`src/inc/adc_link_regs.svh`:
```
// Constants for the converter serial control port and its host controller
`ifndef ADC_LINK_REGS_SVH
`define ADC_LINK_REGS_SVH
`define FRAME_EDGES 5'd16
`define CMD_EDGES 5'd4
`define CMD_WRITE_CFG 4'hA
`define CMD_READ_CFG 4'h9
`define CFG_CLK_SCLK_BIT 10
`define CFG_PIN_INT_BIT 7
`define CFG_MODE_HI 6
`define CFG_MODE_LO 5
`define CFG_RESET 12'h000
`define CONV_MODE_EOC 2'h0
`define CONV_COUNT 8'd14
`define ACLK_NS 4
`define SCLK_PERIOD_NS 160
`define SCLK_HALF_CYC ((`SCLK_PERIOD_NS / 2 + `ACLK_NS - 1) / `ACLK_NS)
`define REG_TX 4'h0
`define REG_CTRL 4'h4
`define REG_STATUS 4'h8
`define REG_RX 4'hC
`define CTRL_RESET 32'h0000_0006
`define CTRL_USE_SYNC 0
`define CTRL_START_PIN 1
`define CTRL_POWER_PIN 2
`define RESP_OKAY 2'h0
`define RESP_SLVERR 2'h2
`endif

```
`src/inc/adc_link_pkg.sv`:
```
// Types and shared helpers for both ends of the converter serial link
package adc_link_pkg;
  typedef enum logic [1:0] {
    CONV_IDLE = 2'b00,
    CONV_SAMPLE = 2'b01,
    CONV_RUN = 2'b10
  } conv_state_t;

  typedef enum logic [2:0] {
    H_IDLE = 3'b000,
    H_PRE = 3'b001,
    H_SELECT = 3'b010,
    H_SYNC_HIGH = 3'b011,
    H_CLOCK = 3'b100,
    H_END = 3'b101
  } host_state_t;

  typedef struct packed {
    logic [5:0] sync1;
    logic [5:0] sync2;
    logic [5:0] prev;
    logic sync_mode;
    logic shift_en;
    logic frame_on;
    logic [4:0] edge_cnt;
    logic [15:0] in_word;
    logic [15:0] out_word;
    logic [3:0] command;
    logic command_valid;
    logic [11:0] configuration_register;
    conv_state_t conv;
    logic [7:0] conv_cnt;
    logic [11:0] result;
    logic result_ready;
    logic status_out_n;
    logic powered_down;
    logic sdo;
    logic sdo_oe;
  } device_regs_t;

  typedef struct packed {
    logic [1:0] sync1;
    logic [1:0] sync2;
    host_state_t st;
    logic [7:0] div;
    logic [5:0] toggles;
    logic [4:0] nbits;
    logic [15:0] tx;
    logic [15:0] rx;
    logic [31:0] ctrl;
    logic done;
    logic chip_select_n;
    logic sclk;
    logic sdi;
    logic frame_sync_input;
    logic aw_got;
    logic w_got;
    logic [3:0] aw_addr;
    logic [31:0] w_data;
    logic [3:0] w_strb;
    logic bvalid;
    logic [1:0] bresp;
    logic rvalid;
    logic [31:0] rdata;
    logic [1:0] rresp;
  } host_regs_t;

  // Bit i of a frame, counted from the most significant end
  function automatic logic word_bit(input logic [15:0] w, input logic [4:0] i);
    word_bit = w[~i[3:0]];
  endfunction
endpackage

```
`src/inc/adc_link_if.sv`:
```
// Serial pins between the converter control port and its host controller
interface adc_link_if;
  logic chip_select_n;
  logic sclk;
  logic sdi;
  logic frame_sync_input;
  logic conversion_start_pin;
  logic power_down_pin;
  logic sdo;
  logic sdo_oe;
  logic status_out_n;
  logic sdo_line;

  // Released output reads high through a pull-up
  assign sdo_line = sdo_oe ? sdo : 1'b1;

  modport device (
    input chip_select_n, sclk, sdi, frame_sync_input,
    input conversion_start_pin, power_down_pin,
    output sdo, sdo_oe, status_out_n
  );

  modport host (
    output chip_select_n, sclk, sdi, frame_sync_input,
    output conversion_start_pin, power_down_pin,
    input sdo_line, status_out_n
  );
endinterface

```
`src/rtl/adc_port_device.sv`:
```
// Converter end: framing, command shifting, sampling, conversion and status pin
`include "adc_link_regs.svh"
module adc_port_device #(
  parameter bit four_channel = 1'b0
) (
  // Clock and reset
  input wire logic aclk,
  input wire logic aresetn,
  // Serial link
  adc_link_if.device link,
  // Converter core side
  input wire logic [11:0] analog_code,
  output logic [3:0] command,
  output logic command_valid,
  output logic [11:0] configuration_register,
  output logic sampling,
  output logic converting,
  output logic result_ready,
  output logic powered_down
);
  localparam int CS = 0;
  localparam int SC = 1;
  localparam int DI = 2;
  localparam int FSY = 3;
  localparam int CST = 4;
  localparam int PD = 5;

  adc_link_pkg::device_regs_t r;
  adc_link_pkg::device_regs_t next_r;

  // Commands for the upper four channels are absent on the small variant
  function automatic logic cmd_supported(input logic [3:0] c, input logic narrow);
    cmd_supported = !(narrow && c >= 4'h4 && c <= 4'h7);
  endfunction

  logic [5:0] s;
  logic cs_fall;
  logic cs_rise;
  logic fs_fall;
  logic sclk_rise;
  logic sclk_fall;
  logic cst_fall;
  logic cst_rise;
  logic latch;
  logic [15:0] shifted;
  logic conv_tick;
  logic conv_done;
  logic eoc_mode;
  logic int_mode;

  always_comb
  begin
    next_r = r;
    s = r.sync2;
    cs_fall = r.prev[CS] & ~s[CS];
    cs_rise = ~r.prev[CS] & s[CS];
    fs_fall = r.prev[FSY] & ~s[FSY];
    sclk_rise = ~r.prev[SC] & s[SC];
    sclk_fall = r.prev[SC] & ~s[SC];
    cst_fall = r.prev[CST] & ~s[CST];
    cst_rise = ~r.prev[CST] & s[CST];
    shifted = {r.in_word[14:0], s[DI]};
    conv_tick = 1'b0;
    conv_done = 1'b0;

    next_r.sync1 = {link.power_down_pin, link.conversion_start_pin,
                    link.frame_sync_input, link.sdi, link.sclk, link.chip_select_n};
    next_r.sync2 = r.sync1;
    next_r.prev = r.sync2;
    next_r.command_valid = 1'b0;
    next_r.result_ready = 1'b0;

    // Latching polarity follows the mode picked at the select fall
    latch = r.sync_mode ? sclk_fall : sclk_rise;

    if (cs_fall)
    begin
      next_r.sync_mode = ~s[FSY];
      next_r.edge_cnt = 5'h00;
      next_r.shift_en = s[FSY];
      next_r.frame_on = s[FSY];
      next_r.out_word = {r.result, 4'h0};
    end
    else if (fs_fall)
    begin
      next_r.edge_cnt = 5'h00;
      next_r.shift_en = 1'b1;
      next_r.frame_on = 1'b1;
      next_r.out_word = {r.result, 4'h0};
    end
    else if (cs_rise)
    begin
      next_r.shift_en = 1'b0;
      next_r.frame_on = 1'b0;
    end
    else if (latch && r.shift_en)
    begin
      next_r.in_word = shifted;
      next_r.edge_cnt = r.edge_cnt + 5'h01;
      if (r.edge_cnt == `CMD_EDGES - 5'h01)
      begin
        next_r.command = shifted[3:0];
        next_r.command_valid = cmd_supported(shifted[3:0], four_channel);
        if (shifted[3:0] == `CMD_READ_CFG)
        begin
          next_r.out_word = {r.out_word[15:12], r.configuration_register};
        end
      end
      if (r.edge_cnt == `FRAME_EDGES - 5'h01)
      begin
        next_r.shift_en = 1'b0;
        if (r.command == `CMD_WRITE_CFG)
        begin
          next_r.configuration_register = shifted[11:0];
        end
      end
    end

    // Output follows the counter and lets go after the sixteenth bit
    next_r.sdo = adc_link_pkg::word_bit(next_r.out_word, next_r.edge_cnt);
    next_r.sdo_oe = ~s[CS] & next_r.frame_on & ~next_r.edge_cnt[4];

    // Conversion clock is this clock or the serial clock
    conv_tick = r.configuration_register[`CFG_CLK_SCLK_BIT] ? sclk_rise : 1'b1;

    case (r.conv)
      adc_link_pkg::CONV_IDLE:
      begin
        // Early start pin with select low only takes effect at select high
        if (!r.powered_down && s[CS] && !s[CST])
        begin
          next_r.conv = adc_link_pkg::CONV_SAMPLE;
        end
      end
      adc_link_pkg::CONV_SAMPLE:
      begin
        if (cst_rise && s[CS])
        begin
          next_r.conv = adc_link_pkg::CONV_RUN;
          next_r.conv_cnt = 8'h00;
        end
        else if (!s[CS])
        begin
          next_r.conv = adc_link_pkg::CONV_IDLE;
        end
      end
      adc_link_pkg::CONV_RUN:
      begin
        if (conv_tick)
        begin
          next_r.conv_cnt = r.conv_cnt + 8'h01;
          if (r.conv_cnt == `CONV_COUNT - 8'h01)
          begin
            next_r.conv = adc_link_pkg::CONV_IDLE;
            next_r.result = analog_code;
            next_r.result_ready = 1'b1;
            conv_done = 1'b1;
          end
        end
      end
      default:
      begin
        next_r.conv = adc_link_pkg::CONV_IDLE;
      end
    endcase

    // Power-down aborts sampling and conversion, not serial shifting; a select, sync or start fall wakes it
    if (!s[PD])
    begin
      next_r.powered_down = 1'b1;
      next_r.conv = adc_link_pkg::CONV_IDLE;
    end
    else if (r.powered_down && (cs_fall || fs_fall || cst_fall))
    begin
      next_r.powered_down = 1'b0;
    end

    eoc_mode = !r.configuration_register[`CFG_PIN_INT_BIT] &&
      (r.configuration_register[`CFG_MODE_HI:`CFG_MODE_LO] == `CONV_MODE_EOC);
    int_mode = r.configuration_register[`CFG_PIN_INT_BIT];

    if (eoc_mode)
    begin
      next_r.status_out_n = !(next_r.conv == adc_link_pkg::CONV_RUN);
    end
    else if (int_mode)
    begin
      // Data ready wins over a clearing frame start in the same cycle
      if (conv_done)
      begin
        next_r.status_out_n = 1'b0;
      end
      else if (cs_fall || fs_fall)
      begin
        next_r.status_out_n = 1'b1;
      end
    end
    else
    begin
      next_r.status_out_n = 1'b1;
    end
  end

  always_ff @(posedge aclk)
  begin
    if (!aresetn)
    begin
      // Synchronisers start at each pin's idle level, so reset leaves no false edge
      r <= '{sync1: 6'h39, sync2: 6'h39, prev: 6'h39, sync_mode: 1'b0, shift_en: 1'b0,
             frame_on: 1'b0, edge_cnt: 5'h10, in_word: 16'h0000, out_word: 16'h0000,
             command: 4'h0, command_valid: 1'b0, configuration_register: `CFG_RESET,
             conv: adc_link_pkg::CONV_IDLE, conv_cnt: 8'h00, result: 12'h000,
             result_ready: 1'b0, status_out_n: 1'b1, powered_down: 1'b0,
             sdo: 1'b0, sdo_oe: 1'b0};
    end
    else
    begin
      r <= next_r;
    end
  end

  assign link.sdo = r.sdo;
  assign link.sdo_oe = r.sdo_oe;
  assign link.status_out_n = r.status_out_n;
  assign command = r.command;
  assign command_valid = r.command_valid;
  assign configuration_register = r.configuration_register;
  assign sampling = (r.conv == adc_link_pkg::CONV_SAMPLE);
  assign converting = (r.conv == adc_link_pkg::CONV_RUN);
  assign result_ready = r.result_ready;
  assign powered_down = r.powered_down;
endmodule

```
`src/flat_wrapper.sv`:
```
// flat-port wrapper written by rule: the top's interface ports become plain ports
module adc_port_device_flat 
#(
  parameter bit four_channel = 1'b0
)
  (aclk, aresetn, analog_code, command, command_valid, configuration_register, sampling, converting, result_ready, powered_down, link_chip_select_n, link_sclk, link_sdi, link_frame_sync_input, link_conversion_start_pin, link_power_down_pin, link_sdo, link_sdo_oe, link_status_out_n);
  adc_link_if link_i ();
  input wire logic aclk;
  input wire logic aresetn;
  input wire logic [11:0] analog_code;
  output logic [3:0] command;
  output logic command_valid;
  output logic [11:0] configuration_register;
  output logic sampling;
  output logic converting;
  output logic result_ready;
  output logic powered_down;
  input wire logic [$bits(link_i.chip_select_n)-1:0] link_chip_select_n;
  input wire logic [$bits(link_i.sclk)-1:0] link_sclk;
  input wire logic [$bits(link_i.sdi)-1:0] link_sdi;
  input wire logic [$bits(link_i.frame_sync_input)-1:0] link_frame_sync_input;
  input wire logic [$bits(link_i.conversion_start_pin)-1:0] link_conversion_start_pin;
  input wire logic [$bits(link_i.power_down_pin)-1:0] link_power_down_pin;
  output wire logic [$bits(link_i.sdo)-1:0] link_sdo;
  output wire logic [$bits(link_i.sdo_oe)-1:0] link_sdo_oe;
  output wire logic [$bits(link_i.status_out_n)-1:0] link_status_out_n;
  assign link_i.chip_select_n = link_chip_select_n;
  assign link_i.sclk = link_sclk;
  assign link_i.sdi = link_sdi;
  assign link_i.frame_sync_input = link_frame_sync_input;
  assign link_i.conversion_start_pin = link_conversion_start_pin;
  assign link_i.power_down_pin = link_power_down_pin;
  assign link_sdo = link_i.sdo;
  assign link_sdo_oe = link_i.sdo_oe;
  assign link_status_out_n = link_i.status_out_n;
  adc_port_device #(.four_channel(four_channel)) u_core (.aclk(aclk), .aresetn(aresetn), .link(link_i), .analog_code(analog_code), .command(command), .command_valid(command_valid), .configuration_register(configuration_register), .sampling(sampling), .converting(converting), .result_ready(result_ready), .powered_down(powered_down));
endmodule
```
`config.mk`:
```
export PLATFORM = sky130hd
export DESIGN_NAME = adc_port_device_flat
export DESIGN_NICKNAME = d
export VERILOG_FILES = /design/src/inc/adc_link_pkg.sv /design/src/inc/adc_link_if.sv /design/src/rtl/adc_port_device.sv /design/src/flat_wrapper.sv
export VERILOG_INCLUDE_DIRS = /design/src /design/src/inc
export SDC_FILE = /design/constraint.sdc
export NUM_CORES = 1
export LEC_CHECK = 0
export BUFFER_PORTS_ARGS = -buffer_cell sky130_fd_sc_hd__buf_4
export CAP_MARGIN = 20
export CORE_UTILIZATION = 50
export DETAILED_ROUTE_END_ITERATION = 16
export GPL_ROUTABILITY_DRIVEN = 1
export PLACE_DENSITY = 0.77
export SLEW_MARGIN = 20
export SYNTH_ARGS = -nofsm -noshare
export SYNTH_HDL_FRONTEND = slang
export SYNTH_SLANG_ARGS = --single-unit
```
`constraint.sdc`:
```
create_clock -name aclk -period 3.8 [get_ports aclk]
set_clock_uncertainty 0.05 [all_clocks]
set_input_delay 0.76 -clock aclk [delete_from_list [all_inputs] [get_ports aclk]]
set_output_delay 0.76 -clock aclk [all_outputs]
set_load 0.02 [all_outputs]
```
# --- After elaboration in Yosys (flattened, before gate mapping) ---
# Index checks and enable logic that the tools add are counted.
classes:
  muxes: 37
  bitwise_logic: 23
  n_eq_ne: 12
  reduce_logical: 25
  magnitude_cmp: 1
  addsub: 2
op_table:
  columns: ["op", "count"]
  rows:
  - ["two-way mux 54 bit", 2]
  - ["two-way mux 12 bit", 3]
  - ["two-way mux 16 bit", 2]
  - ["two-way mux 23 bit", 1]
  - ["two-way mux 17 bit", 1]
  - ["two-way mux 1 bit", 16]
  - ["case mux 8 bit (2 select lines)", 1]
  - ["two-way mux 7 bit", 2]
  - ["two-way mux 13 bit", 1]
  - ["NOT 1 bit", 13]
  - ["two-way mux 2 bit", 5]
  - ["AND 1 bit", 9]
  - ["AND reduction 3 bit", 3]
  - ["adder 8 x 1 -> 8 bit (second input constant)", 1]
  - ["equality test 4 bit (second input constant)", 2]
  - ["equality test 8 x 4 -> 1 bit (second input constant)", 1]
  - ["two-way mux 8 bit", 1]
  - ["nonzero test 4 bit", 2]
  - ["logical AND 1 bit", 6]
  - ["case mux 2 bit (3 select lines)", 1]
  - ["AND reduction 6 bit", 1]
  - ["adder 5 x 1 -> 5 bit (second input constant)", 1]
  - ["equality test 5 x 2 -> 1 bit (second input constant)", 1]
  - ["equality test 5 x 4 -> 1 bit (second input constant)", 1]
  - ["other kinds (16)", 23]
word_totals:
  reg_bits: 101
  out_inout_bits: 24
  input_bits: 20
  word_cells: 120

# --- Longest topological paths before layout ---
logic_depth:
  ltp_word: 11
  depth_mapped: 11
  ltp_nobuf: 10

# --- Worst setup path after synthesis ---
# OpenSTA, ideal clock, no wires.
synth_path:
  path_type: "register -> register"
  startpoint: "reg u_core.r (netlist bit u_core.s[1])"
  endpoint: "reg u_core.r (netlist bit u_core.link.sdo)"
  required_time_ns: 3.619
  period_less_slack_ns: 2.458
  arrival_time_ns: 2.277
  path_stages_with_launch: 9
  setup_ns: 0.131
  n_path_buf: 0
  slack_ns: 1.342
  cell_sequence: "dfxtp_1 or3b_4 a21oi_4 mux2i_1 mux4_2 nand2_1 a31oi_1 o21ai_0 o311ai_1"
synth_between:
  elab_chain_cells: 11
  word_cells_on_any_way: 14
  cone_classes: "9 x mux; 4 x bitwise; 1 x reduce/logical"
synth_lines:
  columns: ["item", "line", "text"]
  rows:
  - ["start, declared", "adc_port_device.sv:28", "adc_link_pkg::device_regs_t r;"]
  - ["start signal, assigned", "adc_port_device.sv:209", "r <= '{sync1: 6'h39, sync2: 6'h39, prev: 6'h39, sync_mode: 1'b0, shift_en: 1'b0,"]
  - ["start signal, assigned", "adc_port_device.sv:218", "r <= next_r;"]
  - ["NOT 1 bit", "adc_port_device.sv:59", "sclk_fall = r.prev[SC] & ~s[SC];"]
  - ["AND 1 bit", "adc_port_device.sv:59", null]
  - ["two-way mux 1 bit (*)", "adc_port_device.sv:74", "latch = r.sync_mode ? sclk_fall : sclk_rise;"]
  - ["logical AND 1 bit (*)", "adc_port_device.sv:96", "else if (latch && r.shift_en)"]
  - ["two-way mux 54 bit (*)", "adc_port_device.sv:96", null]
  - ["two-way mux 54 bit (*)", "adc_port_device.sv:91", "else if (cs_rise)"]
  - ["two-way mux 7 bit", "adc_port_device.sv:84", "else if (fs_fall)"]
  - ["two-way mux 7 bit", "adc_port_device.sv:76", "if (cs_fall)"]
  - ["NOT 4 bit", "adc_link_pkg.sv:70", "word_bit = w[~i[3:0]];"]
  - ["binary-select mux 1 bit (select 4 bit) (*)", "adc_link_pkg.sv:70", null]
  - ["two-way mux 1 bit (not written as such) (*)", "adc_link_pkg.sv:70", null]
# Every way passes the cells marked *; elsewhere a longest branch is shown, timed or not. The select of a mux whose other input is x is not followed.
# A chain may end at the register's enable or synchronous reset.

# --- Worst setup path in the final report ---
layout_path:
  startpoint: "reg u_core.r[76] (netlist name)"
  endpoint: "reg u_core.r (netlist bit u_core.link.sdo)"
layout_between:
  elab_chain_cells: 8
  word_cells_on_any_way: 12
  cone_classes: "1 x add/sub; 1 x eq/ne; 9 x mux; 1 x bitwise"
layout_lines:
  columns: ["item", "line"]
  rows:
  - ["adder 5 x 1 -> 5 bit or equality test 5 x 2 -> 1 bit (tied branches)", "adc_port_device.sv:99, adc_port_device.sv:100"]
  - ["two-way mux 54 bit or two-way mux 17 bit (tied branches)", "adc_port_device.sv:96, adc_port_device.sv:100"]
  - ["two-way mux 54 bit (*)", "adc_port_device.sv:91"]
  - ["two-way mux 7 bit or two-way mux 54 bit (tied branches)", "adc_port_device.sv:84, adc_port_device.sv:91"]
  - ["two-way mux 7 bit or two-way mux 16 bit (tied branches)", "adc_port_device.sv:76, adc_port_device.sv:84"]
  - ["NOT 4 bit or two-way mux 16 bit (tied branches)", "adc_link_pkg.sv:70, adc_port_device.sv:76"]
  - ["binary-select mux 1 bit (select 4 bit) (*)", "adc_link_pkg.sv:70"]
  - ["two-way mux 1 bit (not written as such) (*)", "adc_link_pkg.sv:70"]
# Marks and branches as above.

==> out/qor.csv <==
stage;metric;value;unit
synth;Synthesized Nets;448;
sta;final hold vios;0;
sta;slew margin rel.;50.65;%
synth;Synthesis Warnings;0;
cts;H-tree Lvls;3;
cts;TritonCTS clock tree;yes;
detailed_routing;DR vias/cell;5.168;
synth;library cells used by synthesis;48;
synth;top cells by area, synth;dfxtp_1 (48%), mux2i_1 (14%), nor2_1 (7.0%);
detailed_routing;WL final;7639;um
sta;worst-margin pin slew;0.7300;ns
synth;top cell type's share of synthesized area;47.71;%
die;die height;91.29;um
sta;Final min period;2.759;ns
critical_path;worst path arrival time;2.98;ns
cts;clock-pin slew on the worst setup and hold paths;0.09;ns
power_and_ir_drop;Power Density;421.3;mW/mm2
synth;mapped cell area;0.003986;mm2
sta;endpoints failing setup;0;
placement;gp weighted congestion;0.8253;
final_layout;Antenna diodes;0;
global_route;number of global-route vias before repair;2694;
detailed_routing;post-DR wirelength/cell;13.79;um
global_route;GRT Overall Usage;19.41;%
synth;Async SR Flop Fraction;0;%
detailed_routing;drt initial violations;167;
cts;cts repair resizes;0;
final_layout;layout cells sized above 1;16.37;%
global_route;first-pass GRT wire length;12640;um
synth;number of flops mapped to enable cells by yosys;0;
synth;#FFs+latches synth;95;
synth;cell taking the most area after synthesis;dfxtp_1;
detailed_routing;Initial DRT Pass Iterations;4;
sta;setup_tns;0;ns
global_route;largest net degree at the start of global routing;37;
sta;fin crit share;72.60;%
sta;Max Fclk;362.5;MHz
die;die width;91.29;um
final_layout;# nets final;473;
sta;RSZ-0062 raised after global routing;false;
die;Starting Density;51.59;%
die;core area;0.007727;mm2
cts;# clock sinks;95;
cts;postcts setup bufs;0;
die;I/O Pins;44;
die;die area;0.008334;mm2
outcome;status;complete, no violations;
power_and_ir_drop;VDD IR max;0.0002109;V
placement;input/output buffers;43;
cts;Root Driver;clkbuf_8;
die;Rows;32;
critical_path;critical path class;register to register;
cts;Num CTS Buffers;9;
critical_path;CP startpoint kind;register;
cts;later-pin clock latency in the skew report;0.36;ns
global_route;initial antenna violation count;0;
final_layout;Multi-input gate area;0.001846;mm2
critical_path;Crit Path Max Fanout;16;
detailed_routing;routed vias;2863;
final_layout;area delta synth->final;13.18;%
synth;sequential share of the synthesized area;47.71;%
synth;Mapped Avg Cell Area;9.446;um2
placement;detailed placer's ending HPWL;5382;um
global_route;Remaining Overflow, GRT;0;
detailed_routing;DRC Markers;0;
cts;Longest Clk Path Bufs;2;
job;Max-Cap Viols;0;
final_layout;fillers;680;
final_layout;Seq. cell area;0.001902;mm2
cts;CTS Hold Buffers Added;0;
final_layout;Final Util;58.39;%
critical_path;Worst Setup End Kind;register;
synth;cells after synthesis;422;
detailed_routing;antenna-violating nets left;0;
power_and_ir_drop;LEAKAGE;2.043;nW
worst_hold_path;Hold Path Class;register to register;
critical_path;Worst Path Required;4.02;ns
sta;Final Slew Violations;0;
synth;Main synth FF type;dfxtp_1;
==> metrics by stage <==
stage / total power, W / hold WS [ns] / worst slack (ns) / std cells / instance area (um2)
final: 0.001901 / 0.3625 / 1.041 / 554 / 4512
after global routing: 0.001970 / 0.3923 / 0.7535 / 554 / 4512
after CTS: 0.001918 / 0.3643 / 1.044 / 554 / 4512
after detailed placement: 0.001142 / 0.3424 / 1.078 / 538 / 4273
after global placement: 0.001139 / 0.3394 / 1.186 / 538 / 4273
after floorplan: 0.001108 / 0.3363 / 1.342 / 422 / 3986
==> registers in the layout, indices dropped and copies added (netlist names) <==
| name | count |
|---|---|
| u_core.next_r | 6 |
| u_core.link.sdo | 1 |
| u_core.r | 61 |
| u_core.configuration_register | 12 |
| u_core.result_ready | 1 |
| u_core.s | 6 |
| u_core.powered_down | 1 |
| u_core.command_valid | 1 |
| u_core.link.status_out_n | 1 |
| u_core.link.sdo_oe | 1 |
| u_core.command | 4 |
==> where the power goes <==
part,switching [W],internal [W]
clock network,0.000326,0.000456
logic,0.0000547,0.0000434
registers,0.00000830,0.00101
total,0.000389,0.00151
==> final cells by class <==
class | instances | share of cell area, %
tap | 102 | 2.829
inverter | 8 | 0.6656
clock buffer | 13 | 3.300
timing repair buffer | 49 | 8.153
sequential | 95 | 42.15
clock inverter | 3 | 1.997
multi-input combinational | 284 | 40.90
==> cells in the mapped netlist, types with 6 or more instances <==
cell and instances:
o21ai_0 9, a211oi_1 10, clkbuf_1 10, mux2i_1 54, ha_1 6, inv_1 7, buf_4 16, nand3_1 10
dfxtp_1 95, and2_1 10, nand2b_1 17, nor2_1 74, nand2_1 29, a21oi_1 22
==> layout by cell type, fill, tap and decap left out, types with 2 or more instances in the layout <==
cell and instances:
nand2b_1 17, a21oi_1 22, inv_1 7, mux2_2 3, nand3b_1 2, o21ai_0 9
dfxtp_1 95, o21a_1 2, a211oi_1 10, nand4_1 2, nand2_1 29, a32oi_1 2
ha_1 6, clkbuf_8 10, clkbuf_1 3, buf_4 49, nor2b_1 2, and2_1 10
xnor2_1 2, bufinv_16 3, mux2i_1 54, nor4_1 3, and3_1 3, nor2_1 74
nand3_1 10
==> metal layers <==
layer	GRT usage (%)	wire [um]
met1	24.85	3563
met2	31.69	3747
met3	2.596	177
met4	10.58	150
met5	0	0
==> final timing paths <==
path / start / endpoint / slack (ns) / depth (start not counted)
setup / recovery: u_core.r[76]$_SDFF_PN0_ / u_core.link.sdo$_SDFF_PN0_ / 1.04 / 8
hold / removal: u_core.next_r[94]$_SDFF_PN1_ / u_core.s[4]$_SDFF_PN1_ / 0.36 / 1
setup reg to reg: u_core.r[76]$_SDFF_PN0_ / u_core.link.sdo$_SDFF_PN0_ / 1.04 / 8
hold reg to reg: u_core.next_r[94]$_SDFF_PN1_ / u_core.s[4]$_SDFF_PN1_ / 0.36 / 1
==> kinds of logic after synthesis <==
group                      share of synthesized area (%)
AOI/OAI and AO/OA                                  8.883
xor gates and xnor gates                           1.130
adders and majority gates                          1.883
buffers and inverters                              6.058
DFF                                                47.71
muxes                                              15.25
and+or+nand+nor                                    19.08
==> critical path, cell delays in order (launching register included) <==
cell      delay, ns
dfxtp_1        0.46
ha_1           0.23
nor4b_1        0.62
nand3_4        0.41
mux2i_1        0.23
mux2_1         0.34
a32oi_1        0.16
o21ai_0        0.09
o311ai_1       0.07
Note: power is estimated with default switching activity, not from simulation.
